[src/common/cca_pkg.sv]
`default_nettype none

package cca_pkg;

	// ------------------------------------------------------------
	// Memory geometry
	// ------------------------------------------------------------
	localparam int unsigned CCA_WORDS = 40;
	localparam int unsigned CCA_BLOCK_WORDS = 8;
	localparam int unsigned CCA_WORD_W = 14;
	localparam int unsigned CCA_CHANNELS = 4;
	localparam int unsigned CCA_TONE_WORDS = 4;
	localparam logic [4:0] CCA_LAST_BLOCK = 5'h04;
	localparam logic [5:0] CCA_TONE_FIRST = 6'h14;
	localparam logic [5:0] CCA_TONE_LAST = 6'h17;
	localparam logic [2:0] CCA_TOP_IN_BLOCK = 3'h7;
	localparam logic [4:0] CCA_COEF_BYTES = 5'h10;

	// ------------------------------------------------------------
	// Command byte fields
	// ------------------------------------------------------------
	localparam int unsigned CCA_RW_BIT = 7;
	localparam int unsigned CCA_TYPE_MSB = 6;
	localparam int unsigned CCA_TYPE_LSB = 5;
	localparam int unsigned CCA_ADDR_MSB = 4;
	localparam int unsigned CCA_CNT_MSB = 1;
	localparam logic [1:0] CCA_TYPE_LOCAL = 2'h0;
	localparam logic [1:0] CCA_TYPE_GLOBAL = 2'h1;
	localparam logic [1:0] CCA_TYPE_BAD = 2'h2;
	localparam logic [1:0] CCA_TYPE_COEF = 2'h3;

	// ------------------------------------------------------------
	// Channel select register
	// ------------------------------------------------------------
	localparam logic [4:0] CCA_CHSEL_ADDR = 5'h05;
	localparam logic [7:0] CCA_CHSEL_RESET = 8'h02;
	localparam int unsigned CCA_CE_MSB = 7;
	localparam int unsigned CCA_CE_LSB = 4;

	// Identification byte sent ahead of read data; value is arbitrary.
	localparam logic [7:0] CCA_ID_BYTE = 8'h5A;
	localparam logic [7:0] CCA_FILL_BYTE = 8'h00;

	typedef enum logic [2:0] {
		CCA_ST_IDLE = 3'b000,
		CCA_ST_CMD = 3'b001,
		CCA_ST_WRITE = 3'b010,
		CCA_ST_READ = 3'b011,
		CCA_ST_DISCARD = 3'b100
	} cca_state_t;

	function automatic logic cca_is_tone(input logic [5:0] word);
		cca_is_tone = (word >= CCA_TONE_FIRST) && (word <= CCA_TONE_LAST);
	endfunction : cca_is_tone

	// Lowest enabled channel; reads are meant for one channel only.
	function automatic logic [1:0] cca_first_chan(input logic [3:0] mask);
		cca_first_chan = 2'h0;
		for (int c = 3; c >= 0; c--) begin
			if (mask[c]) begin
				cca_first_chan = 2'(c);
			end
		end
	endfunction : cca_first_chan

endpackage : cca_pkg

`default_nettype wire

[src/rtl/cca_command_addressing.sv]
// Functional notes
// RULE1: Global commands ignore channel enables.
// RULE2: Global access counts down like local, aborts.
// RULE3: Forty fourteen-bit words in five blocks.
// RULE4: Blocks one, two hold match and echo.
// RULE5: Block three holds scaling gain, tone.
// RULE6: Blocks four, five hold correction, gains.
// RULE7: Filter and gain words shared by channels.
// RULE8: Tone words stored per enabled channel.
// RULE9: Host enables a channel before tone access.
// RULE10: Word written as two bytes, low bits dropped.
// RULE11: Word read as sixteen bits, MSB first.
// RULE12: Coefficient address selects a whole block.
// RULE13: Eight words, top word down to bottom.
// RULE14: Chip select rise abandons current, later words.
// RULE15: Host selects channel via channel select write.
// RULE16: Local write 00001 fills two, then one.
// RULE17: Reads send identification byte, then descending data.
// RULE18: Global 00000 writes and reads register one.
// RULE19: Coefficient addresses 00000, 00010 hit blocks one, three.
// RULE20: Block bytes run high then low, descending.
// RULE21: Host may stop after fourth tone word.
// RULE22: Bit seven write, bits six-five type.
// RULE23: Low address bits give one to four registers.
// RULE24: Writes reach every enabled channel together.
// RULE25: Host enables one channel before reads.
// RULE26: Disallowed type discarded until chip select rises.
// RULE27: Chip select fall starts transfer with command.
`timescale 1ns/1ps
`default_nettype none

module cca_command_addressing (
	input wire logic i_clk_sys,
	input wire logic i_rst_n,
	input wire logic i_cs_n,
	input wire logic i_rx_valid,
	input wire logic [7:0] i_rx_byte,
	input wire logic i_tx_req,
	output logic o_tx_valid,
	output logic [7:0] o_tx_byte,
	output logic o_reg_wr,
	output logic o_reg_rd,
	output logic o_reg_global,
	output logic [4:0] o_reg_addr,
	output logic [7:0] o_reg_wdata,
	input wire logic [7:0] i_reg_rdata,
	output logic [3:0] o_chan_enable,
	output logic [3:0] o_clock_select
);

	// ------------------------------------------------------------
	// Chip select synchroniser and edges
	// ------------------------------------------------------------
	logic cs_meta_q;
	logic cs_sync_q;
	logic cs_prev_q;
	logic cs_rise;
	logic cs_fall;

	always_ff @(posedge i_clk_sys or negedge i_rst_n) begin
		if (!i_rst_n) begin
			cs_meta_q <= 1'b1;
			cs_sync_q <= 1'b1;
			cs_prev_q <= 1'b1;
		end else begin
			cs_meta_q <= i_cs_n;
			cs_sync_q <= cs_meta_q;
			cs_prev_q <= cs_sync_q;
		end
	end

	assign cs_rise = cs_sync_q && !cs_prev_q;
	assign cs_fall = !cs_sync_q && cs_prev_q;

	// ------------------------------------------------------------
	// Command state
	// ------------------------------------------------------------
	cca_pkg::cca_state_t state_q, state_d;
	logic [1:0] type_q, type_d;
	logic [5:0] ptr_q, ptr_d;
	logic [4:0] cnt_q, cnt_d;
	logic lo_q, lo_d;
	logic id_q, id_d;
	logic [7:0] hi_q, hi_d;
	logic [7:0] chsel_q, chsel_d;
	logic tx_valid_q, tx_valid_d;
	logic [7:0] tx_byte_q, tx_byte_d;
	logic reg_wr_q, reg_wr_d;
	logic reg_global_q, reg_global_d;
	logic [4:0] reg_addr_q, reg_addr_d;
	logic [7:0] reg_wdata_q, reg_wdata_d;
	logic reg_rd;
	logic mem_we;
	logic [13:0] mem_wdata;
	logic [13:0] mem_rdata;
	logic [15:0] mem_rword;
	logic [1:0] cmd_type;
	logic cmd_write;

	assign cmd_type = i_rx_byte[cca_pkg::CCA_TYPE_MSB:cca_pkg::CCA_TYPE_LSB];
	assign cmd_write = i_rx_byte[cca_pkg::CCA_RW_BIT];
	assign mem_rword = {mem_rdata, 2'b00};
	assign mem_wdata = {hi_q, i_rx_byte[7:2]};

	always_comb begin
		state_d = state_q;
		type_d = type_q;
		ptr_d = ptr_q;
		cnt_d = cnt_q;
		lo_d = lo_q;
		id_d = id_q;
		hi_d = hi_q;
		chsel_d = chsel_q;
		tx_valid_d = 1'b0;
		tx_byte_d = tx_byte_q;
		reg_wr_d = 1'b0;
		reg_global_d = reg_global_q;
		reg_addr_d = reg_addr_q;
		reg_wdata_d = reg_wdata_q;
		reg_rd = 1'b0;
		mem_we = 1'b0;
		if (cs_rise) begin
			state_d = cca_pkg::CCA_ST_IDLE; // RULE14
		end else if (cs_fall) begin
			state_d = cca_pkg::CCA_ST_CMD; // RULE27
		end else begin
			unique case (state_q)
				cca_pkg::CCA_ST_CMD: begin
					if (i_rx_valid) begin
						type_d = cmd_type; // RULE22
						id_d = 1'b1;
						lo_d = 1'b0;
						state_d = cmd_write ? cca_pkg::CCA_ST_WRITE
							: cca_pkg::CCA_ST_READ;
						if (cmd_type == cca_pkg::CCA_TYPE_BAD) begin
							state_d = cca_pkg::CCA_ST_DISCARD; // RULE26
						end else if (cmd_type == cca_pkg::CCA_TYPE_COEF) begin
							if (i_rx_byte[4:0] > cca_pkg::CCA_LAST_BLOCK) begin
								state_d = cca_pkg::CCA_ST_DISCARD;
							end
							// Block index picks the top word of its block.
							ptr_d = {i_rx_byte[2:0], cca_pkg::CCA_TOP_IN_BLOCK}; // RULE12 RULE19
							cnt_d = cca_pkg::CCA_COEF_BYTES; // RULE13
						end else begin
							ptr_d = {1'b0, i_rx_byte[4:0]};
							cnt_d = {3'b000, i_rx_byte[1:0]} + 5'h01; // RULE23
							reg_global_d = (cmd_type == cca_pkg::CCA_TYPE_GLOBAL); // RULE1
							reg_addr_d = i_rx_byte[4:0]; // RULE18
						end
					end
				end
				cca_pkg::CCA_ST_WRITE: begin
					if (i_rx_valid) begin
						cnt_d = cnt_q - 5'h01;
						if (cnt_q == 5'h01) begin
							state_d = cca_pkg::CCA_ST_DISCARD;
						end
						if (type_q == cca_pkg::CCA_TYPE_COEF) begin
							if (!lo_q) begin
								hi_d = i_rx_byte; // RULE20
								lo_d = 1'b1;
							end else begin
								mem_we = 1'b1; // RULE10
								lo_d = 1'b0;
								ptr_d = ptr_q - 6'h01;
							end
						end else begin
							reg_wr_d = 1'b1; // RULE16
							reg_addr_d = ptr_q[4:0];
							reg_wdata_d = i_rx_byte;
							ptr_d = ptr_q - 6'h01; // RULE2
							if (reg_global_q
									&& ptr_q[4:0] == cca_pkg::CCA_CHSEL_ADDR) begin
								chsel_d = i_rx_byte; // RULE24
							end
						end
					end
				end
				cca_pkg::CCA_ST_READ: begin
					if (i_tx_req) begin
						tx_valid_d = 1'b1;
						tx_byte_d = cca_pkg::CCA_FILL_BYTE;
						if (id_q) begin
							tx_byte_d = cca_pkg::CCA_ID_BYTE; // RULE17
							id_d = 1'b0;
						end else if (cnt_q != 5'h00) begin
							cnt_d = cnt_q - 5'h01;
							if (type_q == cca_pkg::CCA_TYPE_COEF) begin
								tx_byte_d = lo_q ? mem_rword[7:0]
									: mem_rword[15:8]; // RULE11
								lo_d = !lo_q;
								if (lo_q) begin
									ptr_d = ptr_q - 6'h01;
								end
							end else begin
								reg_rd = 1'b1;
								tx_byte_d = i_reg_rdata;
								if (reg_global_q
										&& reg_addr_q == cca_pkg::CCA_CHSEL_ADDR) begin
									tx_byte_d = chsel_q;
								end
								ptr_d = ptr_q - 6'h01;
								reg_addr_d = ptr_d[4:0]; // RULE17
							end
						end
					end
				end
				cca_pkg::CCA_ST_IDLE, cca_pkg::CCA_ST_DISCARD: begin
					state_d = state_q;
				end
				default: begin
					state_d = cca_pkg::CCA_ST_IDLE;
				end
			endcase
		end
	end

	always_ff @(posedge i_clk_sys or negedge i_rst_n) begin
		if (!i_rst_n) begin
			state_q <= cca_pkg::CCA_ST_IDLE;
			type_q <= cca_pkg::CCA_TYPE_LOCAL;
			ptr_q <= 6'h00;
			cnt_q <= 5'h00;
			lo_q <= 1'b0;
			id_q <= 1'b0;
			hi_q <= 8'h00;
			chsel_q <= cca_pkg::CCA_CHSEL_RESET;
			tx_valid_q <= 1'b0;
			tx_byte_q <= 8'h00;
			reg_wr_q <= 1'b0;
			reg_global_q <= 1'b0;
			reg_addr_q <= 5'h00;
			reg_wdata_q <= 8'h00;
		end else begin
			state_q <= state_d;
			type_q <= type_d;
			ptr_q <= ptr_d;
			cnt_q <= cnt_d;
			lo_q <= lo_d;
			id_q <= id_d;
			hi_q <= hi_d;
			chsel_q <= chsel_d;
			tx_valid_q <= tx_valid_d;
			tx_byte_q <= tx_byte_d;
			reg_wr_q <= reg_wr_d;
			reg_global_q <= reg_global_d;
			reg_addr_q <= reg_addr_d;
			reg_wdata_q <= reg_wdata_d;
		end
	end

	assign o_tx_valid = tx_valid_q;
	assign o_tx_byte = tx_byte_q;
	assign o_reg_wr = reg_wr_q;
	assign o_reg_rd = reg_rd;
	assign o_reg_global = reg_global_q;
	assign o_reg_addr = reg_addr_q;
	assign o_reg_wdata = reg_wdata_q;
	assign o_chan_enable = chsel_q[cca_pkg::CCA_CE_MSB:cca_pkg::CCA_CE_LSB];
	assign o_clock_select = chsel_q[3:0];

	// ------------------------------------------------------------
	// Coefficient memory
	// ------------------------------------------------------------
	cca_coef_mem u_coef_mem (
		.i_clk_sys(i_clk_sys),
		.i_wr_en(mem_we), // RULE3
		.i_word(ptr_q), // RULE4 RULE5 RULE6
		.i_chan_mask(o_chan_enable), // RULE24
		.i_wdata(mem_wdata),
		.i_rd_chan(cca_pkg::cca_first_chan(o_chan_enable)),
		.o_rdata(mem_rdata)
	);
endmodule : cca_command_addressing

`default_nettype wire

[src/rtl/cca_coef_mem.sv]
`timescale 1ns/1ps
`default_nettype none

module cca_coef_mem (
	input wire logic i_clk_sys,
	input wire logic i_wr_en,
	input wire logic [5:0] i_word,
	input wire logic [3:0] i_chan_mask,
	input wire logic [13:0] i_wdata,
	input wire logic [1:0] i_rd_chan,
	output logic [13:0] o_rdata
);

	// ------------------------------------------------------------
	// Storage
	// ------------------------------------------------------------
	// Contents survive reset, so the arrays carry no reset.
	logic [13:0] shared_q [0:cca_pkg::CCA_WORDS-1];
	logic [13:0] tone_q [0:cca_pkg::CCA_CHANNELS*cca_pkg::CCA_TONE_WORDS-1];
	logic tone_sel;

	assign tone_sel = cca_pkg::cca_is_tone(i_word);

	always_ff @(posedge i_clk_sys) begin
		if (i_wr_en && !tone_sel) begin
			shared_q[i_word] <= i_wdata; // RULE7
		end
		for (int c = 0; c < 4; c++) begin
			if (i_wr_en && tone_sel && i_chan_mask[c]) begin
				tone_q[{2'(c), i_word[1:0]}] <= i_wdata; // RULE8
			end
		end
	end

	always_comb begin
		if (tone_sel) begin
			o_rdata = tone_q[{i_rd_chan, i_word[1:0]}]; // RULE8
		end else begin
			o_rdata = shared_q[i_word];
		end
	end

endmodule : cca_coef_mem

`default_nettype wire

[config.mk]
export PLATFORM = sky130hd
export DESIGN_NAME = cca_command_addressing
export DESIGN_NICKNAME = d
export VERILOG_FILES = /design/src/common/cca_pkg.sv /design/src/rtl/cca_command_addressing.sv /design/src/rtl/cca_coef_mem.sv
export SDC_FILE = /design/constraint.sdc
export NUM_CORES = 1
export LEC_CHECK = 0
export BUFFER_PORTS_ARGS = -buffer_cell sky130_fd_sc_hd__clkbuf_2
export CAP_MARGIN = 20
export CORE_UTILIZATION = 40
export CTS_BUF_LIST = sky130_fd_sc_hd__clkbuf_4 sky130_fd_sc_hd__clkbuf_8 sky130_fd_sc_hd__clkbuf_16
export DETAILED_ROUTE_END_ITERATION = 12
export GPL_TIMING_DRIVEN = 0
export PLACE_DENSITY = 0.57
export SLEW_MARGIN = 20
export SYNTH_ARGS = -nofsm -noshare
export SYNTH_HDL_FRONTEND = slang
export SYNTH_HIERARCHICAL = 1
export SYNTH_SLANG_ARGS = --single-unit
[constraint.sdc]
create_clock -name i_clk_sys -period 4.33 [get_ports i_clk_sys]
set_input_delay 0.433 -clock i_clk_sys [delete_from_list [all_inputs] [get_ports i_clk_sys]]
set_output_delay 0.433 -clock i_clk_sys [all_outputs]
set_load 0.03 [all_outputs]
==> results.ini, run 1 <==
[worst_hold_path]
hp-class=in -> reg
min_path_cells=3

[power_and_ir_drop]
leakage_uw=0.0127
swShare_pct=31.1
internal-power_uw=15200
pwr-share-comb_pct=27.2
seqPwrFrac_pct=40.9
p_switching_uw=6840
p_clk_share_pct=31.9
power_uw=22000
peakVddDrop_uv=357
p_per_area_nw_per_um2=596

[layout]
drive_above_1_share_pct=29.0
nFillCells=6625
diodes=0
fin_util_pct=46.8
area_delta_synth_final_pct=16.0
final_nets=1883

[outcome]
violations=negative setup slack
status=finished, violations left

[clocking]
cts_setup_buffers=0
cts.sinks=789
numCtsBuffers=82
clk_pin_slew_ns=0.06
cts_htree_levels=3
cts_buffer_depth=3
cts_tree=yes
root_buffer=clkbuf_16
clock_latency_ns=0.63

[routing]
antenna_left=0
wl_per_cell_um=27.0
dr_total_vias=16841
via_per_inst=5.68
drt_pass1_iterations=8
drc=0
routed_wirelength_um=80000
drt_iter0_drc=1633

[grt]
grtUsageTotal_pct=19.9
antenna_found_initial=1
grt_pass1_vias=16880
grt-ovfl-total=0
grt_max_degree=60
grt_pass1_wl_um=117000

[timing]
fmax_mhz=228
whs_ns=0.128
timing.final.crit_share_pct=101
slew_headroom_pct=28.2
worst-slew-pin-transition_ns=1.08
slew_violations=0
finalSetupViolCount=108
rsz0062_at_grt=yes
worst_slack_ns=-0.0647
fin_crit_ns=4.39
hold_viol_final=0
fin_skew_ns=0.0188

[synthesis]
ys_top_cells_by_count=edfxtp_1, mux4_2, mux2i_1
ys_seq_area_share_pct=73.6
synth_area_um2=31800
postSynthAreaPerCell_um2=19.0
synth_ff_type=edfxtp_1
syn_nets=1706
synth_edf_count=728
async_flop_share_pct=7.73
yosys.area.top_type_share_pct=68.7
yosys-top-cells-area=edfxtp_1, mux4_2, dfrtp_1, mux2i_1, mux2_2
yosysMostFrequentCell=edfxtp_1
ys_warn_count=6
ys_seq_elements=789
yosysTopAreaCell=edfxtp_1
syn_inst=1676
yosysUniqueCellTypes=76

[worst_setup_path]
regToRegEndpoint=u_coef_mem/shared_q[33][10]$_DFFE_PP_
cp-end-kind=register
worstPathRequired_ns=4.58
cp-endpoint=u_coef_mem/shared_q[33][10]$_DFFE_PP_
r2r_cells=8
cp-start-kind=register
critical_path_class=reg -> reg
cp.arrival_ns=4.64
startpoint=cs_sync_q$_DFF_PN1_
reg2reg_slack_ns=-0.06
crit_fanout=14
r2r-start=cs_sync_q$_DFF_PN1_

[floorplanning]
die_y_um=284
die_x_um=284
num_rows=103
design.die.area_um2=80600
boundaryPins=54
initial_core_util_pct=40.3
core_area_um2=78900

[placed_design]
gp_congestion=0.917
dpl.hpwl_um=52900
port_buffers=53

[flow_run]
maxCapViolations=0

-- worst max-delay path, cell delays in order (launching register included) --
cell and delay [ns]:
dfstp_2 0.54, inv_1 0.04, ha_1 0.23, nor3_1 0.61, nand3_1 0.31, nor3_1 0.27
clkbuf_1 0.50, nand3_1 0.61, nor2_2 0.89
-- area by class of cell --
cell class / count / area, um^2 / area share (%)
Inverter: 14 / 52.6 / 0.143
Sequential cell: 789 / 23400 / 63.5
Multi-Input combinational cell: 779 / 7970 / 21.6
Tap cell: 1050 / 1310 / 3.56
Buffer: 93 / 579 / 1.57
Clock buffer: 96 / 2160 / 5.87
Timing Repair Buffer: 94 / 862 / 2.34
Clock inverter: 49 / 527 / 1.43
-- power groups by stage --
stage | clock network (uW) | logic (uW) | registers, uW
floorplan | 0 | 3730 | 9210
global route | 7440 | 6310 | 9030
finish | 7010 | 5980 | 9000
detailed placement | 0 | 5980 | 9160
CTS | 7150 | 6000 | 9000
global placement | 0 | 5760 | 9260
-- worst min-delay path by stage --
stage	start	end	slack, ns
4_1_cts	i_tx_req	o_tx_valid$_DFF_PN0_	0.08
5_1_grt	i_tx_req	o_tx_valid$_DFF_PN0_	0.15
2_1_floorplan	i_rst_n	chsel_q[0]$_DFFE_PN0P_	0.14
3_5_place_dp	i_rst_n	state_q[0]$_DFFE_PN0P_	0.35
6_report	i_tx_req	o_tx_valid$_DFF_PN0_	0.13
3_3_place_gp	cs_meta_q$_DFF_PN1_	cs_sync_q$_DFF_PN1_	0.36
-- layout by cell type (no fill, tap or decap), types with 14 or more instances in the layout --
cell type	Yosys	routed
a21oi_1	24	24
a22oi_1	39	39
buf_2	16	17
buf_6	16	33
buf_8	4	14
clkbuf_1	42	41
clkbuf_16	0	82
clkbuf_2	0	47
clkbuf_4	1	19
clkinv_1	0	14
dfrtp_1	57	49
edfxtp_1	728	728
inv_1	14	14
mux2_2	70	70
mux2i_1	111	111
mux4_2	136	136
nand2_1	61	61
nand3_1	41	41
nor2_1	89	39
nor2_2	1	39
nor2b_1	16	15
-- state kept, by name, summed over array words and instances, names as in the netlist, 2 cells and up --
name                 cells
chsel_q                  8
cnt_q                    5
hi_q                     8
o_reg_addr               5
o_reg_wdata              8
o_tx_byte                8
ptr_q                    6
state_q                  3
type_q                   2
u_coef_mem/shared_q    504
u_coef_mem/tone_q      224
-- timing repair --
action,CTS,global route
setup endpoints to repair,2,309
hold buffers,2,0
hold endpoints to repair,24,0
pin swaps,0,0
resized for setup,1,12
-- metrics by stage --
stage               TNS (ns)  instance area [um^2]  instances  setup WS (ns)
detailed placement   -0.0175                 34100       2818        -0.0175
global route          -33.44                 36900       2964         -0.244
finish                 -2.97                 36900       2964        -0.0647
global placement      -45.47                 33400       2779          -1.11
floorplan                  0                 31800       1676          0.864
CTS                        0                 36800       2965         0.0362
-- layer usage --
| layer | wire [um] | GRT usage [%] | vias up | part of all wire (%) |
|---|---|---|---|---|
| met2 | 38300 | 31.9 | 572 | 48 |
| met1 | 35200 | 28.4 | 8948 | 44 |
| met5 | 0 | 0 | - | 0 |
| li1 | - | - | 7196 | - |
| met3 | 4320 | 2.77 | 125 | 5.4 |
| met4 | 2180 | 6.20 | 0 | 2.7 |
-- kinds of logic (layout without fill, tap and decap cells) --
family,after synthesis,count (layout),share of synthesized area (%)
XOR/XNOR,3,3,0.0826
multiplexers,318,318,15.7
buffers and inverters,108,346,2.00
adder cells (fa/ha/maj),9,9,0.354
AND/OR/NAND/NOR,275,275,4.25
flip-flops,789,789,73.6
AO/OA/AOI/OAI,174,174,4.07
No activity file was read; power rests on OpenSTA's default activity.
==> inputs of run 2 (changes only) <==
--- a/config.mk
+++ b/config.mk
@@ -17,3 +17,4 @@
 export SYNTH_HDL_FRONTEND = slang
 export SYNTH_HIERARCHICAL = 1
 export SYNTH_SLANG_ARGS = --single-unit
+export TNS_END_PERCENT = 20
==> constraint.sdc (replaced) <==
create_clock -name i_clk_sys -period 4.33 [get_ports i_clk_sys]
set_input_delay 0.866 -clock i_clk_sys [delete_from_list [all_inputs] [get_ports i_clk_sys]]
set_output_delay 0.866 -clock i_clk_sys [all_outputs]
set_load 0.03 [all_outputs]
==> run 2 against run 1 <==
  * Power about the same
  * Sequential share of layout area grew 0.13 points
  * Clock skew about the same
  * Via count up 0.15%
  * Register-to-register slack improved by 0.02 ns
  * Final area decreased by 0.20%
  * Global-route usage did not move
  * The run still ends with negative setup slack left
  * Sequential cell count stayed put
  * Non-clock buffer count decreased by 1
==> results.ini, run 2 (synthesized netlist as in run 1, its figures left out) <==
[outcome]
status=finished, violations left
violations=negative setup slack

[worst_setup_path]
critPathBufInv=2
crit_fanout=14
reg2reg_slack_ns=-0.05
worstPathRequired_ns=4.58
crit_top_cell=nor3_1
crit_path_cell_trace=inv_1, ha_1, nor3_1, nand3_1, nor3_1, clkbuf_1, nor2b_1, nand3b_1, nor2_2
critical_path_class=reg -> reg
cp.arrival_ns=4.63
cp_slowest_cell=nor2_2
max_stage_delay_ns=0.86
cp-start-kind=register
cp-end-kind=register
path_delay_family=simple AND/OR/NAND/NOR gates

[power_and_ir_drop]
leakage_uw=0.0127
pwr-share-comb_pct=27.1
p_clk_share_pct=31.9
seqPwrFrac_pct=41.0
peakVddDrop_uv=353
swShare_pct=31.0
internal-power_uw=15200
p_switching_uw=6820
p_per_area_nw_per_um2=597

[floorplanning]
design.die.area_um2=80600
core_area_um2=78900
initial_core_util_pct=40.3
die_y_um=284
num_rows=103
boundaryPins=54
die_x_um=284

[timing]
finalSetupViolCount=84
timing.final.crit_share_pct=101
slew_headroom_pct=27.5
whs_ns=0.131
slew_violations=0
tns_ns=-1.87
hold_viol_final=0
fin_crit_ns=4.38
worst-slew-pin-transition_ns=1.09
fin_skew_ns=0.0188
worst_slack_ns=-0.0478
rsz0062_at_grt=yes
fmax_mhz=228

[placed_design]
gp_congestion=0.917
dpl-instance-area_um2=34100
dp_cells=2818
dpl.hpwl_um=52900
port_buffers=53

[grt]
grt_pass1_wl_um=117000
grt-ovfl-total=0
antenna_found_initial=1
grt_pass1_vias=16866
grtUsageTotal_pct=19.9
grt_max_degree=60

[layout]
largest_reg_flops=504
top_register=u_coef_mem/shared_q
fin_util_pct=46.7
post-route-cell-area_um2=36800
final_cell_mix=edfxtp_1, mux4_2, mux2i_1
final_common_cell=edfxtp_1
instances_no_fill=2963
diodes=0
area_delta_synth_final_pct=15.7
drive_above_1_share_pct=29.1
final_nets=1882

[worst_hold_path]
hp-class=in -> async

[routing]
wl_per_cell_um=26.9
antenna_left=0
drt_pass1_iterations=5
drc=0
dr_total_vias=16866
routed_wirelength_um=79800
via_per_inst=5.69
drt_iter0_drc=1622

[clocking]
cts_htree_levels=3
cts_buffer_depth=3
cts_tree=yes
root_buffer=clkbuf_16
cts_setup_buffers=0
clock_latency_ns=0.63
clk_pin_slew_ns=0.06
numCtsBuffers=82
cts.sinks=789

[flow_run]
maxCapViolations=0

run 2: cell types whose count changed in the layout (fill, tap and decap cells not counted), sizes merged:
cell / before / now
dlygate4sd3: 2 / 0
clkbuf: 190 / 191
run 2: cell type report:
class / instances / area [um^2]
plain buffers: 94 / 584
clock buffers: 96 / 2160
clock inverters: 49 / 527
fillers: 6635 / 42100
inverters: 14 / 52.6
multi-input cells: 779 / 7910
flip-flops and latches: 789 / 23400
well taps: 1050 / 1310
repair buffers: 92 / 842
run 2: power groups by stage:
stage | clock, uW | combinational [uW] | sequential, uW
after floorplan | 0 | 3730 | 9210
after global placement | 0 | 5760 | 9260
after detailed placement | 0 | 5980 | 9160
after CTS | 7150 | 6000 | 9000
after global routing | 7440 | 6290 | 9030
final | 7010 | 5960 | 9000
run 2: per-stage QoR:
stage | setup WS (ns) | power, uW
floorplan | 0.864 | 12900
global placement | -1.11 | 15000
detailed placement | -0.0175 | 15100
CTS | 0.0362 | 22200
global route | -0.219 | 22800
finish | -0.0478 | 22000
run 2: path summary, 6_finish.rpt:
check | from | end | cells after the start
worst min-delay path | i_rst_n | state_q[0]$_DFFE_PN0P_ | 1
worst max register to register | cs_sync_q$_DFF_PN1_ | u_coef_mem/shared_q[9][6]$_DFFE_PP_ | 9
min in group i_clk_sys | i_cs_n | cs_meta_q$_DFF_PN1_ | 1
max in group asynchronous | i_rst_n | chsel_q[1]$_DFFE_PN1P_ | 2
worst max-delay path | cs_sync_q$_DFF_PN1_ | u_coef_mem/shared_q[9][6]$_DFFE_PP_ | 9
worst min register to register | cs_meta_q$_DFF_PN1_ | cs_sync_q$_DFF_PN1_ | 0
run 2: repair_timing:
item                       4_1_cts  5_1_grt
hold buffers                     0        0
resized for setup                1        2
setup endpoints to repair        2      309
cloned                           0        0
run 2: per-layer routing:
layer | track usage (%) | share of wire [%]
met3 | 2.77 | 5.9
met5 | 0 | 0
met2 | 31.9 | 48
met4 | 6.20 | 2.6
met1 | 28.4 | 44
